`src/inc/exec_cfg.svh`:
```
`ifndef EXEC_CFG_SVH
`define EXEC_CFG_SVH

// Register byte offsets
`define OFS_CTRL 8'h00
`define OFS_RD 8'h04
`define OFS_RR 8'h08
`define OFS_ARG 8'h0c
`define OFS_DISP 8'h10
`define OFS_PC 8'h14
`define OFS_ZP 8'h18
`define OFS_FLAGS 8'h1c
`define OFS_STAT 8'h20
`define OFS_IODAT 8'h24
`define OFS_SP 8'h28

// Field positions
`define CTRL_GO_BIT 8
`define ARG_IO_LSB 8
`define ARG_TWO_BIT 16
`define STAT_CYC_LSB 4
`define STAT_BAD_BIT 8

// Flag positions in the flags register
`define FLAG_C 0
`define FLAG_Z 1
`define FLAG_N 2
`define FLAG_V 3
`define FLAG_S 4
`define FLAG_H 5
`define FLAG_T 6
`define FLAG_I 7

// Reset values and constants
`define RST_PC 16'h0000
`define RST_FLAGS 8'h00
`define ALL_ONES 8'hff

// Cycle counts
`define CYC_ONE 3'h1
`define CYC_TWO 3'h2
`define CYC_THREE 3'h3
`define CYC_FOUR 3'h4

`endif

```
`src/inc/exec_pkg.sv`:
```
package exec_pkg;

   typedef enum logic [5:0] {
      OP_TEST_REGISTER = 6'b000000,
      OP_CLEAR_REGISTER = 6'b000001,
      OP_SET_REGISTER_ALL_ONES = 6'b000010,
      OP_RELATIVE_JUMP = 6'b000011,
      OP_INDIRECT_JUMP = 6'b000100,
      OP_RELATIVE_CALL = 6'b000101,
      OP_INDIRECT_CALL = 6'b000110,
      OP_SUBROUTINE_RETURN = 6'b000111,
      OP_INTERRUPT_RETURN = 6'b001000,
      OP_COMPARE_SKIP_EQUAL = 6'b001001,
      OP_COMPARE_REGS = 6'b001010,
      OP_COMPARE_REGS_WITH_CARRY = 6'b001011,
      OP_COMPARE_IMMEDIATE = 6'b001100,
      OP_SKIP_REG_BIT_CLEAR = 6'b001101,
      OP_SKIP_REG_BIT_SET = 6'b001110,
      OP_SKIP_IO_BIT_CLEAR = 6'b001111,
      OP_SKIP_IO_BIT_SET = 6'b010000,
      OP_BRANCH_FLAG_SET = 6'b010001,
      OP_BRANCH_FLAG_CLEAR = 6'b010010,
      OP_BRANCH_SIGNED_GE = 6'b010011,
      OP_BRANCH_SIGNED_LT = 6'b010100,
      OP_BRANCH_UNSIGNED_GE = 6'b010101,
      OP_BRANCH_UNSIGNED_LT = 6'b010110,
      OP_BRANCH_IRQ_ENABLED = 6'b010111,
      OP_BRANCH_IRQ_DISABLED = 6'b011000,
      OP_IO_BIT_SET_OP = 6'b011001,
      OP_IO_BIT_CLEAR_OP = 6'b011010,
      OP_SHIFT_LEFT_LOGICAL = 6'b011011,
      OP_SHIFT_RIGHT_LOGICAL = 6'b011100
   } op_e;

   typedef enum logic [2:0] {
      ALU_PASS = 3'b000,
      ALU_TEST = 3'b001,
      ALU_CLEAR = 3'b010,
      ALU_ONES = 3'b011,
      ALU_SUB = 3'b100,
      ALU_SUBC = 3'b101,
      ALU_SHL = 3'b110,
      ALU_SHR = 3'b111
   } alu_e;

   typedef enum logic {
      ST_IDLE = 1'b0,
      ST_RUN = 1'b1
   } st_e;

endpackage

```
`src/verilog/flag_alu.sv`:
```
`timescale 1ns/100ps
`include "exec_cfg.svh"
module flag_alu import exec_pkg::*; (
   // Operation
   input alu_e op,
   // Operands and flags in
   input logic [7:0] a,
   input logic [7:0] b,
   input logic [7:0] flags_in,
   // Results
   output logic [7:0] res,
   output logic [7:0] flags_out
);

   function automatic logic [8:0] sub8(input logic [7:0] x, input logic [7:0] y, input logic cin);
      sub8 = {1'b0, x} - {1'b0, y} - {8'h00, cin};
   endfunction

   always_comb begin
      logic [8:0] d;
      logic [7:0] r;
      d = 9'h000;
      r = a;
      res = a;
      flags_out = flags_in;
      case (op)
         ALU_TEST: begin
            r = a & a;
            flags_out[`FLAG_Z] = (r == 8'h00);
            flags_out[`FLAG_N] = r[7];
            flags_out[`FLAG_V] = 1'b0;
         end
         ALU_CLEAR: begin
            r = a ^ a;
            res = r;
            flags_out[`FLAG_Z] = (r == 8'h00);
            flags_out[`FLAG_N] = r[7];
            flags_out[`FLAG_V] = 1'b0;
         end
         ALU_ONES: begin
            res = `ALL_ONES;
         end
         ALU_SUB, ALU_SUBC: begin
            // Result is discarded, only flags change
            d = sub8(a, b, (op == ALU_SUBC) & flags_in[`FLAG_C]);
            r = d[7:0];
            flags_out[`FLAG_C] = d[8];
            flags_out[`FLAG_H] = (~a[3] & b[3]) | (b[3] & r[3]) | (r[3] & ~a[3]);
            flags_out[`FLAG_V] = (a[7] & ~b[7] & ~r[7]) | (~a[7] & b[7] & r[7]);
            flags_out[`FLAG_N] = r[7];
            // Chained zero so multi-byte compares work
            if (op == ALU_SUBC) begin
               flags_out[`FLAG_Z] = (r == 8'h00) & flags_in[`FLAG_Z];
            end else begin
               flags_out[`FLAG_Z] = (r == 8'h00);
            end
         end
         ALU_SHL: begin
            r = {a[6:0], 1'b0};
            res = r;
            flags_out[`FLAG_C] = a[7];
            flags_out[`FLAG_N] = r[7];
            flags_out[`FLAG_V] = r[7] ^ a[7];
            flags_out[`FLAG_Z] = (r == 8'h00);
         end
         ALU_SHR: begin
            r = {1'b0, a[7:1]};
            res = r;
            flags_out[`FLAG_C] = a[0];
            flags_out[`FLAG_N] = 1'b0;
            flags_out[`FLAG_V] = a[0];
            flags_out[`FLAG_Z] = (r == 8'h00);
         end
         default: begin
            res = a;
         end
      endcase
   end

endmodule

```
`src/verilog/branch_compare_skip_exec.sv`:
```
// What this block does
// - Register test ANDs the register with itself, sets Z, N and V, takes 1 cycle.
// - Clear XORs the register with itself setting Z, N, V; set-all-ones loads 0xff, no flags; 1 cycle each.
// - Relative jump goes to pc plus offset plus one, indirect jump to Z; 2 cycles, no flags.
// - Relative and indirect calls target likewise and push the return address; 3 cycles, no flags.
// - Compare-skip-equal skips the next instruction when both registers match; 1, 2 or 3 cycles.
// - Compares subtract register, register with carry, or immediate; only Z, N, V, C, H change; 1 cycle.
// - Register-bit skips skip when the chosen bit is clear or set; 1, 2 or 3 cycles, no flags.
// - I/O-bit skips skip when the chosen I/O register bit is clear or set; 1, 2 or 3 cycles.
// - Generic branches test a selected flag bit; 1 cycle untaken, 2 taken, target pc plus offset plus one.
// - Named flag branches act on Z, C, N, H, T or V set or clear the same way, no flag change.
// - Signed ge branches when N xor V is 0, signed lt when it is 1; 1 or 2 cycles.
// - Unsigned ge branches on carry clear, unsigned lt on carry set.
// - Interrupt-state branches go on the global enable flag set or clear.
// - I/O bit set and clear change one bit of an I/O register only, no flags, 2 cycles.
// - Logical shifts insert zero, update Z, C, N and V in 1 cycle.
//
// Local design decisions: the APB interface to the registers and the placing of the registers.
`timescale 1ns/100ps
`include "exec_cfg.svh"
module branch_compare_skip_exec import exec_pkg::*; #(
   parameter int PC_W = 16,
   parameter int DISP_W = 12,
   parameter int STACK_DEPTH = 16,
   parameter int IO_REGS = 32
) (
   // Clock and reset
   input logic pclk,
   input logic presetn,
   // APB slave
   input logic psel,
   input logic penable,
   input logic pwrite,
   input logic [7:0] paddr,
   input logic [31:0] pwdata,
   output logic [31:0] prdata,
   output logic pready,
   output logic pslverr
);

   localparam int SP_W = $clog2(STACK_DEPTH);
   localparam int IOA_W = $clog2(IO_REGS);

   typedef struct packed {
      st_e st;
      logic [2:0] cnt;
      op_e op;
      logic [7:0] rd;
      logic [7:0] rr;
      logic [2:0] bsel;
      logic [IOA_W-1:0] ioa;
      logic two;
      logic [DISP_W-1:0] disp;
      logic [PC_W-1:0] pc;
      logic [PC_W-1:0] zp;
      logic [7:0] flags;
      logic [SP_W-1:0] sp;
      logic [STACK_DEPTH-1:0][PC_W-1:0] stk;
      logic [IO_REGS-1:0][7:0] io;
      logic [PC_W-1:0] pc_p;
      logic [7:0] flags_p;
      logic [7:0] rd_p;
      logic io_wr_p;
      logic [7:0] io_p;
      logic push_p;
      logic pop_p;
      logic [2:0] last_cyc;
      logic bad;
      logic pready;
      logic pslverr;
      logic [31:0] prdata;
   } state_s;

   state_s s_r;
   state_s s_nxt;
   logic go;
   op_e go_op;
   alu_e alu_sel;
   logic [7:0] alu_res;
   logic [7:0] alu_flags;
   logic [PC_W-1:0] rel_now;
   logic busy;

   function automatic logic [PC_W-1:0] rel_target(input logic [PC_W-1:0] pc, input logic [DISP_W-1:0] k);
      logic [PC_W-1:0] ext;
      ext = PC_W'($signed(k));
      rel_target = pc + ext + {{(PC_W-1){1'b0}}, 1'b1};
   endfunction

   function automatic alu_e alu_of(input op_e op);
      case (op)
         OP_TEST_REGISTER: alu_of = ALU_TEST;
         OP_CLEAR_REGISTER: alu_of = ALU_CLEAR;
         OP_SET_REGISTER_ALL_ONES: alu_of = ALU_ONES;
         OP_COMPARE_REGS: alu_of = ALU_SUB;
         OP_COMPARE_IMMEDIATE: alu_of = ALU_SUB;
         OP_COMPARE_REGS_WITH_CARRY: alu_of = ALU_SUBC;
         OP_SHIFT_LEFT_LOGICAL: alu_of = ALU_SHL;
         OP_SHIFT_RIGHT_LOGICAL: alu_of = ALU_SHR;
         default: alu_of = ALU_PASS;
      endcase
   endfunction

   // Refused writes were flagged in the cycle before, so the error and the effect agree
   assign go = psel & penable & s_r.pready & pwrite & ~s_r.pslverr & (paddr == `OFS_CTRL) & pwdata[`CTRL_GO_BIT];
   assign go_op = op_e'(pwdata[5:0]);
   assign alu_sel = alu_of(go_op);
   assign rel_now = rel_target(s_r.pc, s_r.disp);
   assign busy = (s_r.st == ST_RUN);

   // Immediate operand shares the second register slot
   flag_alu u_alu (
      .op(alu_sel),
      .a(s_r.rd),
      .b(s_r.rr),
      .flags_in(s_r.flags),
      .res(alu_res),
      .flags_out(alu_flags)
   );

   always_comb begin
      logic acc;
      logic wr;
      logic ok;
      logic [31:0] rdat;
      logic skip;
      logic take;
      logic is_skip;
      logic is_br;
      logic [2:0] cyc;
      s_nxt = s_r;
      acc = psel & penable & s_r.pready;
      wr = acc & pwrite & ~s_r.pslverr;
      ok = 1'b1;
      rdat = 32'h00000000;
      skip = 1'b0;
      take = 1'b0;
      is_skip = 1'b0;
      is_br = 1'b0;
      cyc = `CYC_ONE;
      s_nxt.pready = 1'b0;
      s_nxt.pslverr = 1'b0;

      // One wait state, then the answer
      case (paddr)
         `OFS_CTRL: rdat = {26'h0000000, s_r.op};
         `OFS_RD: rdat = {24'h000000, s_r.rd};
         `OFS_RR: rdat = {24'h000000, s_r.rr};
         `OFS_ARG: rdat = {15'h0000, s_r.two, (8 - IOA_W)'(0), s_r.ioa, 5'h00, s_r.bsel};
         `OFS_DISP: rdat = 32'(s_r.disp);
         `OFS_PC: rdat = 32'(s_r.pc);
         `OFS_ZP: rdat = 32'(s_r.zp);
         `OFS_FLAGS: rdat = {24'h000000, s_r.flags};
         `OFS_STAT: rdat = {23'h000000, s_r.bad, 1'b0, s_r.last_cyc, 3'h0, busy};
         `OFS_IODAT: rdat = {24'h000000, s_r.io[s_r.ioa]};
         `OFS_SP: rdat = 32'(s_r.sp);
         default: ok = 1'b0;
      endcase
      if (psel && penable && !s_r.pready) begin
         s_nxt.pready = 1'b1;
         s_nxt.prdata = pwrite ? 32'h00000000 : rdat;
         // Writes during an operation would corrupt the pending commit
         s_nxt.pslverr = ~ok | (pwrite & busy);
      end

      if (wr) begin
         case (paddr)
            `OFS_CTRL: s_nxt.op = go_op;
            `OFS_RD: s_nxt.rd = pwdata[7:0];
            `OFS_RR: s_nxt.rr = pwdata[7:0];
            `OFS_ARG: begin
               s_nxt.bsel = pwdata[2:0];
               s_nxt.ioa = pwdata[`ARG_IO_LSB +: IOA_W];
               s_nxt.two = pwdata[`ARG_TWO_BIT];
            end
            `OFS_DISP: s_nxt.disp = pwdata[DISP_W-1:0];
            `OFS_PC: s_nxt.pc = pwdata[PC_W-1:0];
            `OFS_ZP: s_nxt.zp = pwdata[PC_W-1:0];
            `OFS_FLAGS: s_nxt.flags = pwdata[7:0];
            `OFS_IODAT: s_nxt.io[s_r.ioa] = pwdata[7:0];
            default: s_nxt.bad = s_r.bad;
         endcase
      end

      case (s_r.st)
         ST_IDLE: begin
            if (go) begin
               s_nxt.pc_p = s_r.pc + {{(PC_W-1){1'b0}}, 1'b1};
               s_nxt.flags_p = s_r.flags;
               s_nxt.rd_p = s_r.rd;
               s_nxt.io_wr_p = 1'b0;
               s_nxt.io_p = s_r.io[s_r.ioa];
               s_nxt.push_p = 1'b0;
               s_nxt.pop_p = 1'b0;
               s_nxt.bad = 1'b0;
               case (go_op)
                  OP_TEST_REGISTER, OP_CLEAR_REGISTER, OP_SET_REGISTER_ALL_ONES: begin
                     s_nxt.rd_p = alu_res;
                     s_nxt.flags_p = alu_flags;
                  end
                  OP_COMPARE_REGS, OP_COMPARE_REGS_WITH_CARRY, OP_COMPARE_IMMEDIATE: begin
                     s_nxt.flags_p = alu_flags;
                  end
                  OP_SHIFT_LEFT_LOGICAL, OP_SHIFT_RIGHT_LOGICAL: begin
                     s_nxt.rd_p = alu_res;
                     s_nxt.flags_p = alu_flags;
                  end
                  OP_RELATIVE_JUMP: begin
                     s_nxt.pc_p = rel_now;
                     cyc = `CYC_TWO;
                  end
                  OP_INDIRECT_JUMP: begin
                     s_nxt.pc_p = s_r.zp;
                     cyc = `CYC_TWO;
                  end
                  OP_RELATIVE_CALL: begin
                     s_nxt.pc_p = rel_now;
                     s_nxt.push_p = 1'b1;
                     cyc = `CYC_THREE;
                  end
                  OP_INDIRECT_CALL: begin
                     s_nxt.pc_p = s_r.zp;
                     s_nxt.push_p = 1'b1;
                     cyc = `CYC_THREE;
                  end
                  OP_SUBROUTINE_RETURN, OP_INTERRUPT_RETURN: begin
                     s_nxt.pc_p = s_r.stk[s_r.sp - 1'b1];
                     s_nxt.pop_p = 1'b1;
                     s_nxt.flags_p[`FLAG_I] = s_r.flags[`FLAG_I] | (go_op == OP_INTERRUPT_RETURN);
                     cyc = `CYC_FOUR;
                  end
                  OP_COMPARE_SKIP_EQUAL: begin
                     is_skip = 1'b1;
                     skip = (s_r.rd == s_r.rr);
                  end
                  OP_SKIP_REG_BIT_CLEAR, OP_SKIP_REG_BIT_SET: begin
                     is_skip = 1'b1;
                     skip = s_r.rr[s_r.bsel] == (go_op == OP_SKIP_REG_BIT_SET);
                  end
                  OP_SKIP_IO_BIT_CLEAR, OP_SKIP_IO_BIT_SET: begin
                     is_skip = 1'b1;
                     skip = s_r.io[s_r.ioa][s_r.bsel] == (go_op == OP_SKIP_IO_BIT_SET);
                  end
                  OP_BRANCH_FLAG_SET, OP_BRANCH_FLAG_CLEAR: begin
                     // Named flag branches are these with a fixed flag index
                     is_br = 1'b1;
                     take = s_r.flags[s_r.bsel] == (go_op == OP_BRANCH_FLAG_SET);
                  end
                  OP_BRANCH_SIGNED_GE, OP_BRANCH_SIGNED_LT: begin
                     is_br = 1'b1;
                     take = (s_r.flags[`FLAG_N] ^ s_r.flags[`FLAG_V]) == (go_op == OP_BRANCH_SIGNED_LT);
                  end
                  OP_BRANCH_UNSIGNED_GE, OP_BRANCH_UNSIGNED_LT: begin
                     is_br = 1'b1;
                     take = s_r.flags[`FLAG_C] == (go_op == OP_BRANCH_UNSIGNED_LT);
                  end
                  OP_BRANCH_IRQ_ENABLED, OP_BRANCH_IRQ_DISABLED: begin
                     is_br = 1'b1;
                     take = s_r.flags[`FLAG_I] == (go_op == OP_BRANCH_IRQ_ENABLED);
                  end
                  OP_IO_BIT_SET_OP: begin
                     s_nxt.io_wr_p = 1'b1;
                     s_nxt.io_p[s_r.bsel] = 1'b1;
                     cyc = `CYC_TWO;
                  end
                  OP_IO_BIT_CLEAR_OP: begin
                     s_nxt.io_wr_p = 1'b1;
                     s_nxt.io_p[s_r.bsel] = 1'b0;
                     cyc = `CYC_TWO;
                  end
                  default: begin
                     s_nxt.bad = 1'b1;
                  end
               endcase
               if (is_skip && skip) begin
                  // Caller says how long the skipped instruction is
                  s_nxt.pc_p = s_r.pc + (s_r.two ? PC_W'(3) : PC_W'(2));
                  cyc = s_r.two ? `CYC_THREE : `CYC_TWO;
               end
               if (is_br && take) begin
                  s_nxt.pc_p = rel_now;
                  cyc = `CYC_TWO;
               end
               s_nxt.st = ST_RUN;
               s_nxt.cnt = cyc;
               s_nxt.last_cyc = cyc;
            end
         end
         ST_RUN: begin
            s_nxt.cnt = s_r.cnt - 1'b1;
            if (s_r.cnt == `CYC_ONE) begin
               s_nxt.st = ST_IDLE;
               s_nxt.pc = s_r.pc_p;
               s_nxt.flags = s_r.flags_p;
               s_nxt.rd = s_r.rd_p;
               if (s_r.io_wr_p) begin
                  s_nxt.io[s_r.ioa] = s_r.io_p;
               end
               // Stack wraps silently on overflow and underflow
               if (s_r.push_p) begin
                  s_nxt.stk[s_r.sp] = s_r.pc + {{(PC_W-1){1'b0}}, 1'b1};
                  s_nxt.sp = s_r.sp + 1'b1;
               end
               if (s_r.pop_p) begin
                  s_nxt.sp = s_r.sp - 1'b1;
               end
            end
         end
         default: s_nxt.st = ST_IDLE;
      endcase
   end

   always_ff @(posedge pclk or negedge presetn) begin
      if (!presetn) begin
         s_r <= '0;
         s_r.pc <= `RST_PC;
         s_r.flags <= `RST_FLAGS;
      end else begin
         s_r <= s_nxt;
      end
   end

   assign prdata = s_r.prdata;
   assign pready = s_r.pready;
   assign pslverr = s_r.pslverr;
endmodule

```
`config.mk`:
```
export PLATFORM = sky130hd
export DESIGN_NAME = branch_compare_skip_exec
export DESIGN_NICKNAME = d
export VERILOG_FILES = /design/src/inc/exec_pkg.sv /design/src/verilog/flag_alu.sv /design/src/verilog/branch_compare_skip_exec.sv
export VERILOG_INCLUDE_DIRS = /design/src /design/src/inc
export SDC_FILE = /design/constraint.sdc
export NUM_CORES = 2
export LEC_CHECK = 0
export ABC_AREA = 1
export BUFFER_PORTS_ARGS = -buffer_cell sky130_fd_sc_hd__buf_2
export CORE_MARGIN = 2
export CORE_UTILIZATION = 40
export CTS_CLUSTER_SIZE = 20
export DETAILED_ROUTE_END_ITERATION = 12
export GPL_TIMING_DRIVEN = 1
export SYNTH_ARGS = -nofsm -noshare
export SYNTH_HDL_FRONTEND = slang
export SYNTH_SLANG_ARGS = --single-unit
```
`constraint.sdc`:
```
create_clock -name pclk -period 2.7 [get_ports pclk]
set_input_delay 0.135 -clock pclk [delete_from_list [all_inputs] [get_ports pclk]]
set_output_delay 0.135 -clock pclk [all_outputs]
set_load 0.01 [all_outputs]
```
=== Word-level counts from Yosys, hierarchy flattened ===
Memories as Yosys holds them, arrays and structs flattened.
Cells that the tools add are included.

* Bitwise gates (word level): 35
* Multiplexer cells: 78
* Shift operators: 0
* Equality and inequality tests: 54
* Reductions and logical operators: 42
* Add/subtract/negate cells: 9
* Order comparisons: 7
* Div/mod/pow operators: 0
* Multiply operators: 0

{| class="wikitable"
|+ Operators with widths
! kind !! number
|-
| 2-to-1 mux 524 bit || 2
|-
| bitwise mux 256 bit || 3
|-
| 2-to-1 mux 256 bit || 3
|-
| 2-to-1 mux 260 bit || 1
|-
| case mux 17 bit (11 select lines) || 1
|-
| 2-to-1 mux 16 bit || 8
|-
| == test 6 x 5 -> 1 bit (second input constant) || 13
|-
| 2-to-1 mux 77 bit || 1
|-
| binary-select mux 16 bit (select 4 bit) || 1
|-
| demux 16 bit (select 4 bit) || 1
|-
| 2-to-1 mux 8 bit || 8
|-
| == test 6 x 4 -> 1 bit (second input constant) || 8
|-
| case mux 16 bit (3 select lines) || 1
|-
| binary-select mux 8 bit (select 5 bit) || 1
|-
| demux 8 bit (select 5 bit) || 1
|-
| 2-to-1 mux 34 bit || 1
|-
| adder 16 x 1 -> 16 bit (second input constant) || 2
|-
| == test 8 x 5 -> 1 bit (second input constant) || 4
|-
| logical NOT 8 bit || 4
|-
| 2-to-1 mux 32 bit || 1
|-
| case mux 8 bit (4 select lines) || 1
|-
| OR reduction 29 bit || 1
|-
| == test 6 x 3 -> 1 bit (second input constant) || 4
|-
| == test 8 x 6 -> 1 bit (second input constant) || 3
|-
| other kinds (57) || 151
|}

* Memories: 1
* Bits in latches: 0
* RAM bits: 0
* Register bits after elaboration: 684
* Memory bits (read-only): 96
* Input port bits: 45

{| class="wikitable"
|+ Memory list
! name !! depth !! bits a word !! read ports !! clocked after memory_dff !! wr ports !! RTL line !! source
|-
| (no name shown) || 32 || 3 || 1 || 0 || 0 || branch_compare_skip_exec.sv:91 || <nowiki>case (op)</nowiki>
|}

=== Longest topological paths before layout ===
* Word-level depth: 13
* Mapped depth: 26
* Mapped depth without buffers: 25

=== Modules after synthesis ===
Synthesis repeated with hierarchy kept, for this count alone.

* Cells, all modules: 5263
* Area total of the unflattened synthesis: 37673.6 µm²

{| class="wikitable"
|+ Modules (own cells, without submodules)
! module !! sequential area each (µm²) !! area an instance (µm²) !! cells each !! times used
|-
| branch_compare_skip_exec || 16741.1 || 36572.6 || 5064 || 1
|-
| flag_alu || 0.0 || 1101.1 || 199 || 1
|}

=== Worst setup path before layout ===
Ideal clock, no wire load.

* Kind: input port to flip-flop
* Start point: input port pwdata[1]
* End point: register s_r[57] (netlist name)
* Setup slack: -0.943 ns
* Required time: 2.570 ns
* Setup time: 0.130 ns
* Stages on the path: 26
* Data arrival time: 3.512 ns
* Path through: inv_1 -> clkbuf_1 -> ha_1 -> inv_1 -> nor2_1 -> inv_1 -> o211ai_1 -> nand2_1 -> nor2_1 -> inv_1 -> nor2_1 -> nand3_1 -> fa_1 -> fa_1 -> o21ai_0 -> nand2_1 -> a21oi_1 -> o21ai_0 -> nand2_1 -> nand2_1 -> a21oi_1 -> nand2_1 -> nand3_1 -> nand3_1 -> nand2_1 -> o21ai_0

* Word-level cells in the longest chain between the ends: 7
* Elaborated cells on any way between the ends: 20

{| class="wikitable"
|+ RTL lines
! what !! RTL line !! source
|-
| start, declared || branch_compare_skip_exec.sv:35 || <nowiki>input logic [31:0] pwdata,</nowiki>
|-
| memory read (32 x 3 bit) || n/a ||
|-
| 2-to-1 mux 3 bit || branch_compare_skip_exec.sv:91 ||
|-
| == test 3 bit || flag_alu.sv:26, flag_alu.sv:45 ||
|-
| AND 1 bit || flag_alu.sv:45 || <nowiki>d = sub8(a, b, (op == ALU_SUBC) & flags_in[`FLAG_C]);</nowiki>
|-
| subtractor 9 x 1 -> 9 bit || flag_alu.sv:16 || <nowiki>sub8 = {1'b0, x} - {1'b0, y} - {8'h00, cin};</nowiki>
|-
| case mux 1 bit (3 select lines) || flag_alu.sv:26 || <nowiki>case (op)</nowiki>
|-
| 2-to-1 mux 6 bit * || branch_compare_skip_exec.sv:196 || <nowiki>case (go_op)</nowiki>
|-
| end signal, assigned || branch_compare_skip_exec.sv:319 || <nowiki>s_r <= s_nxt;</nowiki>
|-
| end, declared || branch_compare_skip_exec.sv:74 || <nowiki>state_s s_r;</nowiki>
|}

Every way passes the cells marked *; elsewhere a longest branch is shown, timed or not.
A chain may end at the register's enable or synchronous reset.

=== Final worst setup path ===
* Start point: register s_r[650] (netlist name)
* End point: register s_r[75] (netlist name)

* Word-level cells in the longest chain between the ends: 11

{| class="wikitable"
|+ RTL lines
! what !! RTL line !! source
|-
| binary-select mux 8 bit (select 5 bit) || branch_compare_skip_exec.sv:242 || <nowiki>skip = s_r.io[s_r.ioa][s_r.bsel] == (go_op == OP_SKIP_IO_BIT_SET);</nowiki>
|-
| 2-to-1 mux 8 bit (implied by the code) || branch_compare_skip_exec.sv:242 ||
|-
| binary-select mux 1 bit (select 3 bit) || branch_compare_skip_exec.sv:242 ||
|-
| 2-to-1 mux 1 bit (implied by the code) || branch_compare_skip_exec.sv:242 ||
|-
| == test 1 bit || branch_compare_skip_exec.sv:242 ||
|-
| case mux 1 bit (3 select lines) || branch_compare_skip_exec.sv:196 ||
|-
| 2-to-1 mux 1 bit || branch_compare_skip_exec.sv:187 || <nowiki>if (go) begin</nowiki>
|-
| 2-to-1 mux 1 bit || branch_compare_skip_exec.sv:185 || <nowiki>case (s_r.st)</nowiki>
|-
| logical AND 1 bit || branch_compare_skip_exec.sv:275 || <nowiki>if (is_skip && skip) begin</nowiki>
|-
| 2-to-1 mux 16 bit || branch_compare_skip_exec.sv:275 ||
|-
| 2-to-1 mux 16 bit || branch_compare_skip_exec.sv:280 || <nowiki>if (is_br && take) begin</nowiki>
|}

No other way between the ends. The select of a mux whose other input is x is not followed.

==> results.cfg <==
[routing]
dr_wl_met3_mm = 11.0
via_per_inst = 5.51
dr.max_layer_used = met5
wl_per_cell_microns = 21.0
drc = 0
ant_nets = 0
vias = 36300
dr_wl_met2_mm = 61.4
drt_iter0_markers = 4331
dr.pass1.iters = 6
m1WireLength_mm = 60.7
wirelength_mm = 138

[power]
power_density_nw_per_um2 = 498
irDropWorstVdd_mv = 0.478
power.total_w = 0.0222
leakagePower_nw = 21.9

[critical_path]
crit_path_start = s_r[650]
crit_fanout = 10
worstPathArrival_ps = 3380
critPathRequiredTime_ps = 3280
worstSetupStartpointType = flip-flop
r2r_start = s_r[650]
end_kind = flip-flop
path_class = flip-flop to flip-flop

[sta]
rsz0062_at_grt = true
worst_clock_skew_ps = 56.7
finalHoldViolations = 0
finalCriticalPeriod_ps = 2800
worst_slew_pin_slew_ps = 786
min_period_over_period = 1.04
max-slew-margin-rel = 0.476
hold_slack_ps = 16.4
clock.fmax_mhz = 358
setup_ws_ps = -96.3
finalMaxSlewViolations = 0
setup_viol = 20

[clock_network]
cts_buffers = 81
cts_sinks = 669
cts_tree = built
clockRootBuffer = clkbuf_16
clock_insertion_delay_worst_skew_ps = 690
clock_tree.buffer_depth = 3
path_clk_slew_ps = 60
htreeDepth = 3

[floorplanning]
coreArea_sq_um = 91800
chipWidth_microns = 309
dieArea_sq_um = 95200
start_util = 0.404
die_h_microns = 309
rows = 111
io_pins = 79

[final_layout]
final_layout_size_suffix_gt1_frac = 0.130
diodes = 0
layout.nets = 5377
final_common_cell = nand2_1
postLayoutCellArea_sq_um = 44500
area_delta_synth_final_pct = 20.0
n_fill_cell = 9103
layout_common_cells = nand2_1, o21ai_0, dfrtp_1

[yosys]
synth.area.mux_share = 0.000573
syn_area_sq_um = 37100
yosys.area.top_type = dfrtp_1
ys_seq_area_frac = 0.451
syn_area_per_cell_sq_um = 7.26
synth-edff-count = 0
synth_top_family_by_area = simple AND/OR/NAND/NOR gates
synth_fa_ha_area_frac = 0.0165
ys.flop_type = dfrtp_1
syn_inst = 5109
synthSimpleGateAreaFrac = 0.239
synthXorXnorAreaFrac = 0.00921
ys_ff_latch = 669
yosys-top-cells-area = dfrtp_1, nand2_1, o21ai_0
synth_cell_types = 55
async_flop_share = 1.00
synth-compound-area-share = 0.201
synth_top_area_frac = 0.451
yosys_warnings = 0

[status]
status = finished with violations
violations = negative setup slack

[grt]
grt_pass1_vias = 34200
grt_usage = 0.284
grt_max_degree = 134
grt_first_pass_wirelength_mm = 208
antenna_found_initial = 3
gr-total-overflow = 0

[hold_path]
hold_start = pwdata[0]
hp-class = input pin to flip-flop

[placement]
port_buffers = 48
placed_area_sq_um = 40400
dp_slack_ps = -743
gp_congestion = 0.925
dp_hpwl_mm = 88.3

[flow_run]
cap_violations = 0
==> synthesized netlist by cell type, types with 4 or more instances <==
library cell  instances
a221oi_1             13
dfrtp_1             669
o21ai_1              26
nand4_1              27
o21ai_0             819
buf_2                26
xor2_1               29
a21o_1                4
nor3_1               23
nor3_2                8
nand3b_1              4
clkinv_1             19
nand2_1            1675
nor2_2                7
a21oi_1             302
ha_1                 44
inv_2                 7
buf_4                33
o31ai_1               4
inv_1               390
a31oi_1               8
xnor2_1              10
a22o_1                7
o211ai_1             33
a22oi_1              28
nor4_1                6
nor2_1              242
o2111ai_1             5
o221ai_1              8
clkbuf_1            259
o22ai_1              41
a211oi_1             64
buf_1                 9
nand3_1             218
o21bai_1              4
buf_6                 8
or2_2                 5
==> final timing paths <==
check | endpoint | slack [ps] | cells after the start
min reg2reg | pready | 470 | 1
max in group asynchronous | s_r[187] | 1360 | 5
max | s_r[75] | -100 | 21
min in group asynchronous | s_r[204] | 480 | 3
max reg2reg | s_r[75] | -100 | 21
min | s_r[137] | 20 | 4
==> critical path: stages, from the launching register on <==
cell     delay, ps
dfrtp_4        500
buf_12         160
buf_12         150
buf_16         140
nand2_1         60
nand2_1         50
nand2_1         60
nand2_1         70
nand2_1         90
nand2_1        160
nor2_2         170
nand2_4         80
nand2_1         70
nand2_2         60
nor2_4         110
nand2_2         80
nand2_4         90
nand3_4        140
buf_8          200
nand2_1         60
nand3_1         60
a21oi_1        120
==> repair_timing <==
| action | CTS | global route |
|---|---|---|
| hold endpoints to repair | 559 | 0 |
| resized for setup | 22 | 172 |
| pin swaps | 9 | 59 |
| gates cloned | 2 | 10 |
| buffers inserted | 2 | 23 |
| endpoints found under the setup margin | 90 | 106 |
| hold buffers | 21 | 0 |
==> through the flow <==
stage | instances | TNS [ps] | util
detailed placement | 6387 | -19310 | 0.440
global route | 6585 | -4200 | 0.485
global placement | 6387 | -18080 | 0.440
CTS | 6552 | -1040 | 0.474
floorplan | 5123 | -1550 | -
finish | 6585 | -1400 | 0.485
==> cells by family (layout without fill, tap and decap cells) <==
kind of cell	Yosys count	count (layout)
and+or+nand+nor	2223	2223
AOI/OAI and AO/OA	1377	1377
buffers and inverters	751	970
DFF	669	669
adders and majority gates	47	47
xor gates and xnor gates	39	39
muxes	2	2
other	1	15
==> where the power goes <==
part           switching, W  internal (W)  leakage, nW
combinational      0.000676      0.000252         12.3
clock               0.00473       0.00644         1.31
sequential        0.0000153        0.0100         8.28
==> area by class of cell <==
class / instances / area, sq um / area share
well taps: 1243 / 1560 / 0.0349
flip-flops and latches: 669 / 16700 / 0.376
inverters: 416 / 1610 / 0.0362
clock inverters: 22 / 400 / 0.00899
repair buffers: 414 / 3940 / 0.0884
clock buffers: 118 / 2300 / 0.0516
multi-input cells: 3703 / 18000 / 0.404
==> routing by layer <==
layer / vias to the layer above / GRT usage
li1: 17100 / -
met1: 17300 / 0.404
met2: 1602 / 0.441
met3: 282 / 0.0391
met4: 2 / 0.102
met5: - / 0
Note: power is estimated with default switching activity, not from simulation.
